[src/rtl/nvsram_pkg.sv]
`default_nettype none
package nvsram_pkg;

	// ------------------------------------------------------------
	// Widths of the memory pins and of the time counter.
	// ------------------------------------------------------------
	localparam int ADDR_W = 13;
	localparam int DATA_W = 8;
	localparam int CNT_W  = 18;

	// ------------------------------------------------------------
	// Command codes of the user port.
	// ------------------------------------------------------------
	localparam logic [2:0] OP_READ   = 3'h0;
	localparam logic [2:0] OP_WRITE  = 3'h1;
	localparam logic [2:0] OP_SAVE   = 3'h2;
	localparam logic [2:0] OP_RELOAD = 3'h3;
	localparam logic [2:0] OP_HWSAVE = 3'h4;

	// ------------------------------------------------------------
	// Addresses of the six-read software sequence.
	// ------------------------------------------------------------
	localparam logic [12:0] SEQ_ADDR_0      = 13'h0000;
	localparam logic [12:0] SEQ_ADDR_1      = 13'h1555;
	localparam logic [12:0] SEQ_ADDR_2      = 13'h0AAA;
	localparam logic [12:0] SEQ_ADDR_3      = 13'h1FFF;
	localparam logic [12:0] SEQ_ADDR_4      = 13'h10F0;
	localparam logic [12:0] SEQ_ADDR_SAVE   = 13'h0F0F;
	localparam logic [12:0] SEQ_ADDR_RELOAD = 13'h0F0E;
	localparam logic [2:0]  SEQ_LAST_STEP   = 3'h5;

	// ------------------------------------------------------------
	// Phases of one framed memory cycle.
	// ------------------------------------------------------------
	localparam logic [2:0] PH_SETUP  = 3'h0;
	localparam logic [2:0] PH_STROBE = 3'h1;
	localparam logic [2:0] PH_CLOSE  = 3'h3;
	localparam logic [2:0] PH_END    = 3'h4;

	// ------------------------------------------------------------
	// Times and the cycle counts derived from them.
	// ------------------------------------------------------------
	localparam int CLK_PERIOD_NS       = 40;
	localparam int POWERUP_RELOAD_US   = 550;
	localparam int SAVE_DURATION_MS    = 10;
	localparam int RELOAD_DURATION_US  = 20;
	localparam int GRACE_TIME_US       = 1;
	localparam int POWERUP_RELOAD_CYC  =
		(POWERUP_RELOAD_US * 1000 + CLK_PERIOD_NS - 1) / CLK_PERIOD_NS;
	localparam int SAVE_DURATION_CYC   =
		(SAVE_DURATION_MS * 1000000 + CLK_PERIOD_NS - 1) / CLK_PERIOD_NS;
	localparam int RELOAD_DURATION_CYC =
		(RELOAD_DURATION_US * 1000 + CLK_PERIOD_NS - 1) / CLK_PERIOD_NS;
	localparam int GRACE_TIME_CYC      =
		(GRACE_TIME_US * 1000 + CLK_PERIOD_NS - 1) / CLK_PERIOD_NS;
	localparam logic [CNT_W-1:0] RELOAD_DURATION_CNT = CNT_W'(RELOAD_DURATION_CYC);
	localparam logic [CNT_W-1:0] GRACE_TIME_CNT      = CNT_W'(GRACE_TIME_CYC);

	// ------------------------------------------------------------
	// Controller states.
	// ------------------------------------------------------------
	typedef enum logic [5:0] {
		ST_POWERUP  = 6'b000001,
		ST_IDLE     = 6'b000010,
		ST_ACCESS   = 6'b000100,
		ST_NVWAIT   = 6'b001000,
		ST_HOLDLINE = 6'b010000,
		ST_LINEWAIT = 6'b100000
	} state_t;

	function automatic logic [12:0] seq_addr(input logic [2:0] step, input logic reload);
		logic [12:0] a;
		a = SEQ_ADDR_0;
		case (step)
			3'h1: a = SEQ_ADDR_1;
			3'h2: a = SEQ_ADDR_2;
			3'h3: a = SEQ_ADDR_3;
			3'h4: a = SEQ_ADDR_4;
			3'h5: a = reload ? SEQ_ADDR_RELOAD : SEQ_ADDR_SAVE;
			default: a = SEQ_ADDR_0;
		endcase
		return a;
	endfunction

endpackage
`default_nettype wire

[src/rtl/nvsram_host.sv]
`default_nettype none
module nvsram_host
	import nvsram_pkg::*;
#(
	parameter int POWERUP_CYC = POWERUP_RELOAD_CYC,
	parameter int SAVE_CYC    = SAVE_DURATION_CYC
) (
	input  wire logic              CORE_CLK,
	input  wire logic              RST,
	input  wire logic              CMD_VALID,
	output logic                   CMD_READY,
	input  wire logic [2:0]        CMD_OP,
	input  wire logic [ADDR_W-1:0] CMD_ADDR,
	input  wire logic [DATA_W-1:0] CMD_WDATA,
	output logic                   RSP_VALID,
	output logic      [DATA_W-1:0] RSP_RDATA,
	output logic      [ADDR_W-1:0] MEM_ADDR,
	output logic                   MEM_SEL_N,
	output logic                   MEM_WE_N,
	output logic                   MEM_OE_N,
	input  wire logic [DATA_W-1:0] MEM_DQ_IN,
	output logic      [DATA_W-1:0] MEM_DQ_OUT,
	output logic                   MEM_DQ_OE,
	input  wire logic              BUSY_LINE_IN,
	output logic                   BUSY_LINE_OUT,
	output logic                   BUSY_LINE_OE
);

	// ------------------------------------------------------------
	// Pin synchronisers.
	// ------------------------------------------------------------
	logic [DATA_W-1:0] dq_sync;
	logic              busy_high;

	pin_sync #(
		.WIDTH (DATA_W + 1)
	) u_sync (
		.clk      (CORE_CLK),
		.rst      (RST),
		.async_in ({BUSY_LINE_IN, MEM_DQ_IN}),
		.sync_out ({busy_high, dq_sync})
	);

	// ------------------------------------------------------------
	// Controller state.
	// ------------------------------------------------------------
	state_t             state;
	state_t             next_state;
	logic [CNT_W-1:0]   cnt;
	logic [CNT_W-1:0]   next_cnt;
	logic [2:0]         ph;
	logic [2:0]         next_ph;
	logic [2:0]         step;
	logic [2:0]         next_step;
	logic [2:0]         op;
	logic [2:0]         next_op;
	logic               owed;
	logic               next_owed;
	logic               next_rsp_valid;
	logic [DATA_W-1:0]  next_rdata;
	logic [ADDR_W-1:0]  next_addr;
	logic               next_sel_n;
	logic               next_we_n;
	logic               next_oe_n;
	logic [DATA_W-1:0]  next_dq_out;
	logic               next_dq_oe;
	logic               next_busy_oe;
	logic               is_seq;
	logic               is_write;

	assign is_seq        = (op == OP_SAVE) || (op == OP_RELOAD);
	assign is_write      = (op == OP_WRITE);
	assign BUSY_LINE_OUT = 1'b0;
	assign CMD_READY     = (state == ST_IDLE) && busy_high;

	always_comb
	begin
		next_state     = state;
		next_cnt       = cnt;
		next_ph        = ph;
		next_step      = step;
		next_op        = op;
		next_owed      = owed;
		next_rsp_valid = 1'b0;
		next_rdata     = RSP_RDATA;
		next_addr      = MEM_ADDR;
		next_sel_n     = MEM_SEL_N;
		next_we_n      = MEM_WE_N;
		next_oe_n      = MEM_OE_N;
		next_dq_out    = MEM_DQ_OUT;
		next_dq_oe     = MEM_DQ_OE;
		next_busy_oe   = BUSY_LINE_OE;
		case (state)
			ST_POWERUP:
			begin
				if (cnt == '0)
					next_state = ST_IDLE;
				else
					next_cnt = cnt - 1'b1;
			end
			ST_IDLE:
			begin
				if (!busy_high)
				begin
					next_state = ST_LINEWAIT;
					next_owed  = 1'b0;
				end
				else if (CMD_VALID)
				begin
					next_op     = CMD_OP;
					next_owed   = 1'b1;
					next_step   = 3'h0;
					next_ph     = PH_SETUP;
					next_dq_out = CMD_WDATA;
					if (CMD_OP == OP_HWSAVE)
					begin
						next_state   = ST_HOLDLINE;
						next_cnt     = GRACE_TIME_CNT;
						next_busy_oe = 1'b1;
					end
					else if ((CMD_OP == OP_SAVE) || (CMD_OP == OP_RELOAD))
					begin
						next_addr  = seq_addr(3'h0, CMD_OP == OP_RELOAD);
						next_state = ST_ACCESS;
					end
					else
					begin
						next_addr  = CMD_ADDR;
						next_state = ST_ACCESS;
					end
				end
			end
			ST_ACCESS:
			begin
				case (ph)
					PH_SETUP:
					begin
						next_sel_n = 1'b0;
						next_oe_n  = is_write;
						next_we_n  = !is_write;
						next_dq_oe = is_write;
						next_ph    = ph + 3'h1;
					end
					PH_CLOSE:
					begin
						next_sel_n = 1'b1;
						next_we_n  = 1'b1;
						next_oe_n  = 1'b1;
						next_ph    = PH_END;
					end
					PH_END:
					begin
						next_dq_oe = 1'b0;
						next_ph    = PH_SETUP;
						if (is_seq)
						begin
							if (step == SEQ_LAST_STEP)
							begin
								next_state = ST_NVWAIT;
								next_cnt   = (op == OP_RELOAD) ? RELOAD_DURATION_CNT
								                               : CNT_W'(SAVE_CYC);
							end
							else
							begin
								next_step = step + 3'h1;
								next_addr = seq_addr(step + 3'h1, op == OP_RELOAD);
							end
						end
						else
						begin
							if (!is_write)
								next_rdata = dq_sync;
							next_rsp_valid = 1'b1;
							next_owed      = 1'b0;
							next_state     = ST_IDLE;
						end
					end
					default:
						next_ph = ph + 3'h1;
				endcase
			end
			ST_NVWAIT:
			begin
				if (cnt == '0)
					next_state = ST_LINEWAIT;
				else
					next_cnt = cnt - 1'b1;
			end
			ST_HOLDLINE:
			begin
				// line held for the grace time
				if (cnt == '0)
				begin
					next_busy_oe = 1'b0;
					next_state   = ST_LINEWAIT;
				end
				else
					next_cnt = cnt - 1'b1;
			end
			ST_LINEWAIT:
			begin
				if (busy_high)
				begin
					next_state     = ST_IDLE;
					next_rsp_valid = owed;
					next_owed      = 1'b0;
				end
			end
			default:
				next_state = ST_IDLE;
		endcase
	end

	always_ff @(posedge CORE_CLK or posedge RST)
	begin
		if (RST)
		begin
			state        <= ST_POWERUP;
			cnt          <= CNT_W'(POWERUP_CYC);
			ph           <= PH_SETUP;
			step         <= 3'h0;
			op           <= OP_READ;
			owed         <= 1'b0;
			RSP_VALID    <= 1'b0;
			RSP_RDATA    <= 8'h00;
			MEM_ADDR     <= 13'h0000;
			MEM_SEL_N    <= 1'b1;
			MEM_WE_N     <= 1'b1;
			MEM_OE_N     <= 1'b1;
			MEM_DQ_OUT   <= 8'h00;
			MEM_DQ_OE    <= 1'b0;
			BUSY_LINE_OE <= 1'b0;
		end
		else
		begin
			state        <= next_state;
			cnt          <= next_cnt;
			ph           <= next_ph;
			step         <= next_step;
			op           <= next_op;
			owed         <= next_owed;
			RSP_VALID    <= next_rsp_valid;
			RSP_RDATA    <= next_rdata;
			MEM_ADDR     <= next_addr;
			MEM_SEL_N    <= next_sel_n;
			MEM_WE_N     <= next_we_n;
			MEM_OE_N     <= next_oe_n;
			MEM_DQ_OUT   <= next_dq_out;
			MEM_DQ_OE    <= next_dq_oe;
			BUSY_LINE_OE <= next_busy_oe;
		end
	end

endmodule // nvsram_host
`default_nettype wire

[src/rtl/pin_sync.sv]
`default_nettype none
module pin_sync #(
	parameter int WIDTH = 1
) (
	input  wire logic             clk,
	input  wire logic             rst,
	input  wire logic [WIDTH-1:0] async_in,
	output logic      [WIDTH-1:0] sync_out
);

	// ------------------------------------------------------------
	// Two flip-flops per bit before any logic looks at a pin.
	// ------------------------------------------------------------
	logic [WIDTH-1:0] first;

	genvar i;
	generate
		for (i = 0; i < WIDTH; i++)
		begin : g_bit
			always_ff @(posedge clk or posedge rst)
			begin
				if (rst)
				begin
					first[i]    <= 1'b1;
					sync_out[i] <= 1'b1;
				end
				else
				begin
					first[i]    <= async_in[i];
					sync_out[i] <= first[i];
				end
			end
		end
	endgenerate

endmodule // pin_sync
`default_nettype wire

[config.mk]
export PLATFORM = sky130hd
export DESIGN_NAME = nvsram_host
export DESIGN_NICKNAME = d
export VERILOG_FILES = /design/src/rtl/nvsram_pkg.sv /design/src/rtl/nvsram_host.sv /design/src/rtl/pin_sync.sv
export SDC_FILE = /design/constraint.sdc
export NUM_CORES = 1
export LEC_CHECK = 0
export ABC_AREA = 0
export BUFFER_PORTS_ARGS = -buffer_cell sky130_fd_sc_hd__clkbuf_2
export CORE_MARGIN = 5
export CORE_UTILIZATION = 25
export DETAILED_ROUTE_END_ITERATION = 10
export HOLD_SLACK_MARGIN = 0.15
export PLACE_DENSITY_LB_ADDON = 0.12
export SYNTH_ARGS = -nofsm -noshare
export SYNTH_HDL_FRONTEND = slang
export SYNTH_SLANG_ARGS = --single-unit
[constraint.sdc]
create_clock -name CORE_CLK -period 3.7 [get_ports CORE_CLK]
set_input_delay 0.185 -clock CORE_CLK [delete_from_list [all_inputs] [get_ports CORE_CLK]]
set_output_delay 0.185 -clock CORE_CLK [all_outputs]
set_load 0.01 [all_outputs]
### Word level (Yosys, flattened, before mapping)

Index checks and enable logic that the tools add are counted.
Widths: inputs -> output; s select.

| cells by class | value |
|---|---|
| add/subtract/negate cells | 3 |
| equal/unequal tests | 36 |
| muxes and demuxes | 56 |
| bitwise logic cells | 2 |
| reduce and logical (&&, ||, !) cells | 25 |

Operators with widths:

| cell | number |
|---|---|
| $mux 18 | 8 |
| $mux 13 | 7 |
| $pmux 13 s5 | 1 |
| $pmux 18 s3 | 1 |
| $mux 6 | 8 |
| $pmux 6 s5 | 1 |
| $pmux 13 s2 | 1 |
| $eq 3x2->1 const B | 7 |
| $ne 2x2->1 const B | 10 |
| $logic_not 18->1 | 1 |
| $pmux 3 s2 | 3 |
| $sub 18x1->18 const B | 1 |
| $eq 3x3->1 const B | 5 |
| $mux 3 | 5 |
| $mux 1 | 13 |
| $pmux 1 s2 | 6 |
| $reduce_and 6->1 | 2 |
| $reduce_and 5->1 | 2 |
| $ne 2x1->1 const B | 4 |
| $reduce_and 8->1 | 1 |
| $reduce_bool 2->1 | 4 |
| $reduce_and 7->1 | 1 |
| $add 3x1->3 const B | 2 |
| $eq 3x1->1 const B | 2 |
| other kinds (20) | 26 |

| storage, ports and cells | value |
|---|---|
| word-level logic and storage cells | 155 |
| input port bits | 36 |
| output and inout bits | 37 |
| register bits | 87 |

### Longest topological paths before layout

Gate-level depths: netlist (run 1).

| logic depth | value |
|---|---|
| depth in word-level cells | 7 |
| gate-level depth with buffers | 9 |
| depth with buffers taken out | 7 |

### Hierarchy

Synthesis (run 1) repeated with hierarchy kept, for this count alone.

| second synthesis, totals | value |
|---|---|
| cell total of the unflattened synthesis | 397 |
| area, all modules | 4346.7 um^2 |

Modules (own cells, without submodules):

| module | instances | area each (um^2) | seq. area each (um^2) | cells each |
|---|---|---|---|---|
| nvsram_host | 1 | 3870.0 | 1742.9 | 378 |
| pin_sync | 1 | 476.7 | 473.0 | 19 |

### Worst setup path after synthesis (run 1)

No wires, ideal clock.

| timing path | value |
|---|---|
| kind | reg-to-reg |
| start point | reg cnt[0] |
| end point | reg state[2] |
| required time | 3.575 ns |
| clock period less this slack | 2.349 ns |
| library setup time | 0.125 ns |
| slack | 1.351 ns |
| arrival time | 2.224 ns |
| buffers on the path | 0 |
| cell stages (with the launch flop) | 8 |
| path through | dfrtp_1 > inv_1 > ha_1 > or4b_1 > nor4_4 > a21oi_2 > nor3_1 > mux2_2 |

| on the way | value |
|---|---|
| cells in the longest elaborated chain, start to end | 3 |
| elaborated cells between the ends (all ways) | 4 |
| those cells by class | eq/ne: 2; reduce/logical: 2 |

Ends and longest elaborated chain:

| element | line | RTL |
|---|---|---|
| start: declaration | nvsram_host.sv:49 | `logic [CNT_W-1:0] cnt;` |
| start signal: assignment | nvsram_host.sv:219 | `cnt <= CNT_W'(POWERUP_CYC);` |
| start signal: assignment | nvsram_host.sv:237 | `cnt <= next_cnt;` |
| $logic_not 18->1 (*) | nvsram_host.sv:96, nvsram_host.sv:184, nvsram_host.sv:192 |  |
| $ne 2x2->1 (no source line) / $ne 2x1->1 (equally long branches) | - |  |
| $reduce_and 6->1 (no source line) (*) | - |  |
| end signal: assignment | nvsram_host.sv:236 | `state <= next_state;` |
| end: declaration | nvsram_host.sv:47 | `state_t state;` |

Mark *: on every way between the ends. The rest lies on a longest branch, timed or not.
A chain may end at the register's enable or synchronous reset.

### Final worst setup path (run 1)

| timing path | value |
|---|---|
| start point | reg cnt[0] |
| end point | reg cnt[11] |

| on the way | value |
|---|---|
| cells in the longest elaborated chain, start to end | 3 |
| elaborated cells between the ends (all ways) | 6 |
| those cells by class | add/sub: 1; eq/ne: 1; mux: 2; reduce/logical: 2 |

Ends and longest elaborated chain:

| element |
|---|
| $sub 18x1->18 / $logic_not 18->1 (equally long branches) |
| $mux 18 / $ne 2x2->1 (equally long branches) |
| $pmux 18 s3 / $reduce_and 8->1 (equally long branches) |

Parallel ways exist; a longest one is shown, timed or not. The select of a mux whose other input is x is not followed.

==> reports/results.txt, run 1 <==
Net count after synthesis - 453
Area of placed instances - 4840 um2
CTS Buf Count - 9
Final Net Count - 554
Clock slew at reported path FFs - 0.08 ns
Fin. Hold Viols - 0
Worst Hold Path Cells - 0
Seq/Total Area, Yosys - 51.7%
GRT overflow - 0
Clock Latency Late Sink - 0.35 ns
Leak pwr - 2.46 nW
Mean Syn Cell Area - 10.5 um2
GP Congestion - 0.769
Final setup fails - 0
Flops & latches, synth - 87
Post-Syn Area - 4290 um2
Final Slew Violations - 0
# port buffers - 71
Core Region - 16700 um2
Io pins - 73
Reg2reg start - cnt[0]$_DFFE_PP0P_
Starting Density - 25.7%
Diode count - 0
CP startpoint kind - register
Post-synth top flop - dfrtp_1
CTS tree - yes
Synth top area share - 32.7%
Most frequent cells after synthesis - dfrtp_1, dfstp_2, a21oi_1, nor2_1, inv_1
Worst EP required - 3.94 ns
CP arrival - 3.13 ns
Worst setup EP type - register
FF-to-FF setup slack - 0.80 ns
Area growth syn-to-layout - 28.1%
Net Sw Frac - 39.6%
Sequential power share - 37.4%
Vias in the first global route - 3609
Yosys cell types - 65
Dpl hpwl - 7630 um
Top-count cell post-synth - dfrtp_1
H-tree level count - 3
Largest cells by area after synthesis - dfrtp_1, dfstp_2, mux2_2, a21oi_1, ha_1
RR Endpoint - cnt[11]$_DFFE_PP0P_
Post-synth EDFFs - 0
Worst slack, placed - 0.847 ns
MaxCap Viol Count - 0
Cell taking the most area after synthesis - dfrtp_1
Row cnt - 47
Vias - 3457
CTS resizes - 0
CTS Buffer Depth - 2
Final setup TNS - 0 ns
Pwr dens - 730 nW/um2
Final wirelength - 11000 um
Crit Path Class - reg2reg
RSZ-0062 raised after global routing - no
WL/cell - 15.0 um
Fmax - 0.345 GHz
Final instance area - 5490 um2
DRT iter0 DRCs - 203
Layout cell share with drive strength beyond 1 - 30.2%
Initial antenna violation count - 0
Worst-Margin Slew - 1.05 ns
Chip height - 141 um
Clock sinks - 87
Clock skew - 0.0120 ns
Area occupied by multi-input gates - 1860 um2
Fin crit period - 2.90 ns
Psw - 1.59 mW
Peak VDD IR - 0.337 mV
Pin count of the biggest net entering global routing - 46
Worst r2r path cells - 7
Final Cycle Share - 78.3%
Hold Path Class - reg2reg
Die area - 19900 um2
Cells after Synth - 408
CTS Root Cell - clkbuf_16
Hold Slack - 0.354 ns
Worst rel slew slack - 29.9%
First-pass DRT Iterations - 4
Drt via density - 4.71
Post-route DRC - 0
Filler instances - 1763
Hold EP - u_sync.sync_out[8]$_DFF_PP1_
Status - completed
Yosys warnings - 0
Clk network pwr share - 23.2%
Comb pwr share - 39.4%
Hold_sp - u_sync.first[8]$_DFF_PP1_
Routed Antenna Nets - 0
Critical path peak fanout - 19
Final critical-path setup slack - 0.803 ns
Die W - 141 um
First-pass GRT wire length - 18500 um
Register area - 2220 um2
Ys async rst share - 100%
Internal Power - 2.42 mW
Gr usage total - 11.5%
metal layers:
metal	global-route usage, %	routed length (um)	vias up
met1	15.4	5070	1664
li1	-	-	1693
met5	0	0	-
met2	17.9	5190	85
met3	3.32	620	15
met4	4.13	142	0
state kept, by name, indices dropped and copies added, names as in the netlist, 3 cells and up:
name and flops:
u_sync.first 9, ph 3, MEM_ADDR 13, op 3, RSP_RDATA 8, step 3, cnt 18, state 6
MEM_DQ_OUT 8, u_sync.sync_out 9
worst max path at each step:
stage                                   from                        to  slack [ns]  cells after the start
after global routing      cnt[0]$_DFFE_PP0P_       cnt[11]$_DFFE_PP0P_        0.61                      7
after detailed placement  cnt[0]$_DFFE_PP0P_       cnt[11]$_DFFE_PP0P_        0.85                      7
after CTS                 cnt[0]$_DFFE_PP0P_       cnt[11]$_DFFE_PP0P_        0.82                      7
after global placement    cnt[0]$_DFFE_PP0P_       cnt[11]$_DFFE_PP0P_        0.88                      7
after floorplan                          RST  BUSY_LINE_OE$_DFFE_PP0P_        1.32                      1
final                     cnt[0]$_DFFE_PP0P_       cnt[11]$_DFFE_PP0P_        0.80                      7
power by group through the flow:
stage	Sequential (mW)	Combinational [mW]	Clock, mW
2_1_floorplan	1.55	1.02	0
3_3_place_gp	1.51	1.56	0
3_5_place_dp	1.52	1.57	0
4_1_cts	1.50	1.61	0.968
5_1_grt	1.55	1.78	1.01
6_report	1.50	1.58	0.928
critical path: stages (launching register included):
cell	delay, ns
dfrtp_1	0.41
inv_1	0.08
ha_1	0.25
or4b_1	0.53
nor4_4	0.44
and3_1	0.74
nor4_1	0.11
o21ba_2	0.22
kinds of logic after synthesis:
| group | synth area share, % |
|---|---|
| AOI/OAI and AO/OA | 18.9 |
| xor gates and xnor gates | 0.817 |
| adders and majority gates | 2.63 |
| buffers and inverters | 4.84 |
| DFF | 51.7 |
| muxes | 5.22 |
| other | 0.0875 |
| and+or+nand+nor | 15.8 |
area by class of cell:
class / instances / share of cell area, %
clock buffers: 9 / 4.10
repair buffers: 110 / 13.4
inverters: 25 / 1.73
multi-input cells: 276 / 33.9
well taps: 220 / 5.01
flip-flops and latches: 87 / 40.3
clock inverters: 7 / 1.48
through the flow:
step | std cells | total power [mW] | utilization, %
after floorplan | 408 | 2.57 | -
after global placement | 683 | 3.07 | 29.0
after detailed placement | 683 | 3.09 | 29.0
final | 734 | 4.01 | 32.9
after CTS | 734 | 4.08 | 32.9
after global routing | 734 | 4.34 | 32.9
layout by cell type (no fill, tap or decap), drive strengths merged, types with 5 or more instances in the layout:
master	instances
a211oi	12
a21oi	29
a31oi	9
and3	6
clkbuf	80
dfrtp	56
dfstp	31
dlygate4sd3	35
ha	9
inv	28
mux2	19
nand2	22
nand3	14
nor2	29
nor3	13
nor3b	5
nor4	6
o211ai	6
o21ai	23
o31ai	13
or3	5
repair_timing:
| item | 4_1_cts | 5_1_grt |
|---|---|---|
| hold buffers | 35 | 0 |
| endpoints found under the setup margin | 0 | 0 |
| endpoints found under the hold margin | 57 | 0 |
| setup buffers | 0 | 0 |
Power figures use the tool's default switching activity.
==> run 2, diff against run 1 <==
==> constraint.sdc (replaced) <==
create_clock -name CORE_CLK -period 2.6 [get_ports CORE_CLK]
set_input_delay 0.13 -clock CORE_CLK [delete_from_list [all_inputs] [get_ports CORE_CLK]]
set_output_delay 0.13 -clock CORE_CLK [all_outputs]
set_load 0.01 [all_outputs]
==> reports/results.txt, run 2 (synthesis gave the netlist of run 1 again) <==
Status - completed (unchanged)
Clock Latency Late Sink - 0.35 ns (about the same)
Dpl hpwl - 7980 um (was 7630 um)
CTS resizes - 0 (unchanged)
Worst setup EP type - register (unchanged)
Final setup fails - 0 (unchanged)
Biggest regs - cnt: 18 flops, MEM_ADDR: 13 flops (unchanged)
Internal Power - 3.58 mW (was 2.42 mW)
Number of flip-flops under the largest register name - 18 (unchanged)
First-pass DRT Iterations - 4 (unchanged)
Drt via density - 4.73 (was 4.71)
Worst-Margin Slew - 0.698 ns (was 1.05 ns)
CP cell instances - inv_1, ha_1, or4b_1, nor4_4, buf_4, a21oi_2, nor3_1, mux2_2 (was inv_1, ha_1, or4b_1, nor4_4, and3_1, nor4_1, o21ba_2)
Final Cycle Share - 92.9% (was 78.3%)
Vias - 3599 (was 3457)
# port buffers - 71 (unchanged)
Top cell family by delay on the critical path - simple AND/OR/NAND/NOR gates (unchanged)
FF-to-FF setup slack - 0.18 ns (was 0.80 ns)
Reg2reg start - cnt[0]$_DFFE_PP0P_ (unchanged)
Hold EP - u_sync.sync_out[7]$_DFF_PP1_ (was u_sync.sync_out[8]$_DFF_PP1_)
DRT iter0 DRCs - 150 (was 203)
Commonest cells after routing, fill and taps aside - clkbuf_2, dfrtp_1, dlygate4sd3_1 (unchanged)
H-tree level count - 3 (unchanged)
Total power - 5.84 mW (was 4.01 mW)
Layout cell share with drive strength beyond 1 - 33.6% (was 30.2%)
Final instance area - 5700 um2 (was 5490 um2)
Worst Hold Path Cells - 0 (unchanged)
CTS Buffer Depth - 2 (unchanged)
Gr usage total - 11.6% (was 11.5%)
Chip height - 141 um (unchanged)
Hold_sp - u_sync.first[7]$_DFF_PP1_ (was u_sync.first[8]$_DFF_PP1_)
Io pins - 73 (unchanged)
Vias in the first global route - 3684 (was 3609)
Clock sinks - 87 (unchanged)
Diode count - 0 (unchanged)
Final Net Count - 581 (was 554)
RSZ-0062 raised after global routing - no (unchanged)
Reg with most FFs - cnt (unchanged)
Fin util - 34.1% (was 32.9%)
Pwr dens - 1020 nW/um2 (was 730 nW/um2)
CTS Buf Count - 9 (unchanged)
Routed Antenna Nets - 0 (unchanged)
Max stage delay on crit path - 0.51 ns (was 0.74 ns)
Hold Slack - 0.356 ns (was 0.354 ns)
Worst slack, placed - 0.131 ns (was 0.847 ns)
Core Region - 16700 um2 (unchanged)
CTS tree - yes (unchanged)
Final wirelength - 11000 um (about the same)
Starting Density - 25.7% (unchanged)
CP max-delay cell - or4b_1 (was and3_1)
GRT overflow - 0 (unchanged)
Worst r2r path cells - 8 (was 7)
WL/cell - 14.5 um (was 15.0 um)
Clock slew at reported path FFs - 0.07 ns (was 0.08 ns)
CP startpoint kind - register (unchanged)
First-pass GRT wire length - 18800 um (was 18500 um)
MaxCap Viol Count - 0 (unchanged)
Comb pwr share - 41.4% (was 39.4%)
Pin count of the biggest net entering global routing - 38 (was 46)
Crit. path cell count - 8 (was 7)
Hold Path Class - reg2reg (unchanged)
CTS Root Cell - clkbuf_16 (unchanged)
Die W - 141 um (unchanged)
Final Slew Violations - 0 (unchanged)
Fin crit period - 2.42 ns (was 2.90 ns)
Clock skew - 0.00785 ns (was 0.0120 ns)
Critical path peak fanout - 7 (was 19)
Net Sw Frac - 38.6% (was 39.6%)
Sequential power share - 36.5% (was 37.4%)
Crit Path Class - reg2reg (unchanged)
Peak VDD IR - 0.619 mV (was 0.337 mV)
Initial antenna violation count - 0 (unchanged)
Fmax - 0.414 GHz (was 0.345 GHz)
Bufs and invs on worst path - 2 (was 1)
Final critical-path setup slack - 0.183 ns (was 0.803 ns)
CP arrival - 2.65 ns (was 3.13 ns)
Fin. Hold Viols - 0 (unchanged)
Final cell count without fillers - 761 (was 734)
Worst rel slew slack - 53.5% (was 29.9%)
Clk network pwr share - 22.2% (was 23.2%)
Row cnt - 47 (unchanged)
Psw - 2.25 mW (was 1.59 mW)
Worst EP required - 2.84 ns (was 3.94 ns)
Commonest non-fill, non-tap cell in the layout - clkbuf_2 (unchanged)
GP Congestion - 0.782 (was 0.769)
RR Endpoint - state[2]$_DFFE_PP0P_ (was cnt[11]$_DFFE_PP0P_)
Leak pwr - 2.58 nW (was 2.46 nW)
Post-route DRC - 0 (unchanged)
Area of placed instances - 5040 um2 (was 4840 um2)
DP Cell Count - 709 (was 683)
Area growth syn-to-layout - 33.0% (was 28.1%)
Die area - 19900 um2 (unchanged)
Final setup TNS - 0 ns (unchanged)
-- run 2: changes by cell type in the layout (fill, tap and decap cells not counted), sizes merged --
cell	change
buf	+27
clkinvlp	+1
clkinv	-1
-- run 2: final cells by class --
type / count / area, um2
fillers: 1750 / 11000
repair buffers: 137 / 951
clock inverters: 7 / 75.1
multi-input cells: 276 / 1860
well taps: 220 / 275
flip-flops and latches: 87 / 2220
inverters: 25 / 95.1
clock buffers: 9 / 225
-- run 2: metal layers --
metal | GRT usage (%) | vias to the layer above | share of wire, %
met1 | 15.1 | 1762 | 45
met3 | 3.28 | 14 | 5.3
met2 | 18.9 | 79 | 48
met5 | 0 | - | 0
met4 | 3.62 | 0 | 1.6
li1 | - | 1744 | -
-- run 2: timing repair --
| item | 4_1_cts | 5_1_grt |
|---|---|---|
| hold endpoints to repair | 66 | 0 |
| buffers inserted | 0 | 1 |
| setup endpoints to repair | 0 | 1 |
| hold buffers | 35 | 0 |
-- run 2: how the worst max path moves through the flow --
| stage | endpoint | start | slack [ns] |
|---|---|---|---|
| global route | state[2]$_DFFE_PP0P_ | cnt[0]$_DFFE_PP0P_ | 0.06 |
| floorplan | state[2]$_DFFE_PP0P_ | cnt[0]$_DFFE_PP0P_ | 0.25 |
| finish | state[2]$_DFFE_PP0P_ | cnt[0]$_DFFE_PP0P_ | 0.18 |
| detailed placement | state[2]$_DFFE_PP0P_ | cnt[0]$_DFFE_PP0P_ | 0.13 |
| global placement | state[2]$_DFFE_PP0P_ | cnt[0]$_DFFE_PP0P_ | 0.18 |
| CTS | state[2]$_DFFE_PP0P_ | cnt[0]$_DFFE_PP0P_ | 0.12 |
-- run 2: worst register-to-register path: stages, from the launching register on --
cell,delay (ns)
dfrtp_1,0.40
inv_1,0.08
ha_1,0.16
or4b_1,0.51
nor4_4,0.27
buf_4,0.19
a21oi_2,0.07
nor3_1,0.27
mux2_2,0.37
-- run 2: power by group through the flow --
stage          Clock, mW  Sequential [mW]  Combinational (mW)
5_1_grt             1.41             2.19                2.71
6_report            1.30             2.13                2.41
3_5_place_dp           0             2.15                2.40
4_1_cts             1.36             2.13                2.46
2_1_floorplan          0             2.20                1.45
3_3_place_gp           0             2.15                2.40
==> run 3, diff against run 2 <==
==> constraint.sdc (replaced) <==
create_clock -name CORE_CLK -period 2.6 [get_ports CORE_CLK]
set_input_delay 0.39 -clock CORE_CLK [delete_from_list [all_inputs] [get_ports CORE_CLK]]
set_output_delay 0.39 -clock CORE_CLK [all_outputs]
set_load 0.01 [all_outputs]
==> reports/results.txt, run 3 (synthesis gave the netlist of run 1 again) <==
CTS resizes - 0 (unchanged)
Fin util - 32.7% (was 34.1%)
Critical path peak fanout - 6 (was 7)
Initial antenna violation count - 0 (unchanged)
Crit Path Class - reg2reg (unchanged)
H-tree level count - 3 (unchanged)
WL/cell - 14.9 um (was 14.5 um)
Clock slew at reported path FFs - 0.07 ns (about the same)
Clock Latency Late Sink - 0.35 ns (about the same)
Fmax - 0.410 GHz (was 0.414 GHz)
Filler instances - 1764 (was 1750)
Worst rel slew slack - 53.3% (was 53.5%)
Worst-Margin Slew - 0.701 ns (was 0.698 ns)
Io pins - 73 (unchanged)
Hold Slack - 0.271 ns (was 0.356 ns)
GRT overflow - 0 (unchanged)
Pwr dens - 1070 nW/um2 (was 1020 nW/um2)
Drt via density - 4.73 (about the same)
Final setup TNS - 0 ns (unchanged)
Clock sinks - 87 (unchanged)
MaxCap Viol Count - 0 (unchanged)
Starting Density - 25.7% (unchanged)
Peak VDD IR - 0.564 mV (was 0.619 mV)
Number of flip-flops under the largest register name - 18 (unchanged)
CTS Root Cell - clkbuf_16 (unchanged)
Gr usage total - 11.5% (was 11.6%)
Chip height - 141 um (unchanged)
CTS tree - yes (unchanged)
GP Congestion - 0.761 (was 0.782)
Worst EP required - 2.84 ns (about the same)
Commonest non-fill, non-tap cell in the layout - clkbuf_2 (unchanged)
Worst setup EP type - register (unchanged)
Vias - 3478 (was 3599)
First-pass DRT Iterations - 5 (was 4)
Status - completed (unchanged)
Post-route DRC - 0 (unchanged)
Core Region - 16700 um2 (unchanged)
Row cnt - 47 (unchanged)
Pin count of the biggest net entering global routing - 39 (was 38)
Layout cell share with drive strength beyond 1 - 35.1% (was 33.6%)
Reg with most FFs - cnt (unchanged)
Vias in the first global route - 3654 (was 3684)
Final setup fails - 0 (unchanged)
Final Slew Violations - 0 (unchanged)
Area growth syn-to-layout - 27.3% (was 33.0%)
Final Cycle Share - 93.8% (was 92.9%)
Final wirelength - 11000 um (about the same)
Commonest cells after routing, fill and taps aside - clkbuf_2, dfrtp_1, dfstp_2 (was clkbuf_2, dfrtp_1, dlygate4sd3_1)
Fin crit period - 2.44 ns (was 2.42 ns)
Clock skew - 0.00693 ns (was 0.00785 ns)
CTS Buf Count - 9 (unchanged)
Die area - 19900 um2 (unchanged)
Routed Antenna Nets - 0 (unchanged)
Final Net Count - 555 (was 581)
Die W - 141 um (unchanged)
DRT iter0 DRCs - 187 (was 150)
Dpl hpwl - 7990 um (was 7980 um)
Hold Path Class - in2reg (was reg2reg)
CP arrival - 2.67 ns (was 2.65 ns)
CTS Buffer Depth - 2 (unchanged)
CP startpoint kind - register (unchanged)
RSZ-0062 raised after global routing - no (unchanged)
Biggest regs - cnt: 18 flops, MEM_ADDR: 13 flops (unchanged)
Diode count - 0 (unchanged)
Leak pwr - 2.48 nW (was 2.58 nW)
First-pass GRT wire length - 18600 um (was 18800 um)
Fin. Hold Viols - 0 (unchanged)
# port buffers - 71 (unchanged)
run 3: final cells by class:
type	count	area, um2	share of cell area, %
Inverter	25	95.1	1.74
Clock inverter	7	77.6	1.42
Clock buffer	9	225	4.13
Timing Repair Buffer	111	706	12.9
Sequential cell	87	2220	40.6
Tap cell	220	275	5.04
Multi-Input combinational cell	276	1860	34.2
run 3: final timing paths:
check / from / end / slack, ns / cells after the start
setup / recovery: cnt[0]$_DFFE_PP0P_ / state[2]$_DFFE_PP0P_ / 0.16 / 8
hold / removal: CMD_WDATA[1] / MEM_DQ_OUT[1]$_DFFE_PP0P_ / 0.27 / 2
setup reg to reg: cnt[0]$_DFFE_PP0P_ / state[2]$_DFFE_PP0P_ / 0.16 / 8
hold reg to reg: u_sync.first[7]$_DFF_PP1_ / u_sync.sync_out[7]$_DFF_PP1_ / 0.36 / 0
max in group asynchronous: RST / u_sync.first[6]$_DFF_PP1_ / 1.27 / 4
min in group asynchronous: RST / MEM_DQ_OUT[5]$_DFFE_PP0P_ / 0.57 / 3
run 3: repair_timing:
action	4_1_cts	5_1_grt
buffers inserted	0	1
hold endpoints to repair	22	0
endpoints found under the setup margin	0	1
hold buffers	10	0
run 3: critical path, cell delays in order (launching register included):
cell and delay (ns):
dfrtp_1 0.41, inv_1 0.08, ha_1 0.17, or4b_1 0.52, nor4_4 0.27, buf_4 0.18, a21oi_2 0.07, nor3_1 0.27
mux2_2 0.37
run 3: per-layer routing:
layer | global-route usage, % | vias up | wire, um
met5 | 0 | - | 0
met4 | 3.88 | 0 | 174
met3 | 3.49 | 17 | 636
met2 | 18.4 | 90 | 5190
met1 | 15.0 | 1675 | 4950
li1 | - | 1696 | -
run 3: report_power, final:
part	leakage [nW]	internal (mW)	total [mW]	switching (mW)
Clock	0.144	0.679	1.29	0.611
Sequential	1.03	1.82	2.13	0.307
Combinational	1.31	1.07	2.41	1.34
run 3: stage by stage:
step | power, mW | setup WS, ns | cell area [um2] | instances
after floorplan | 3.65 | 0.0111 | 4290 | 408
after global placement | 4.56 | 0.212 | 5050 | 708
after detailed placement | 4.59 | 0.139 | 5050 | 708
after CTS | 5.94 | 0.136 | 5450 | 734
after global routing | 6.31 | 0.0204 | 5460 | 735
final | 5.83 | 0.161 | 5460 | 735
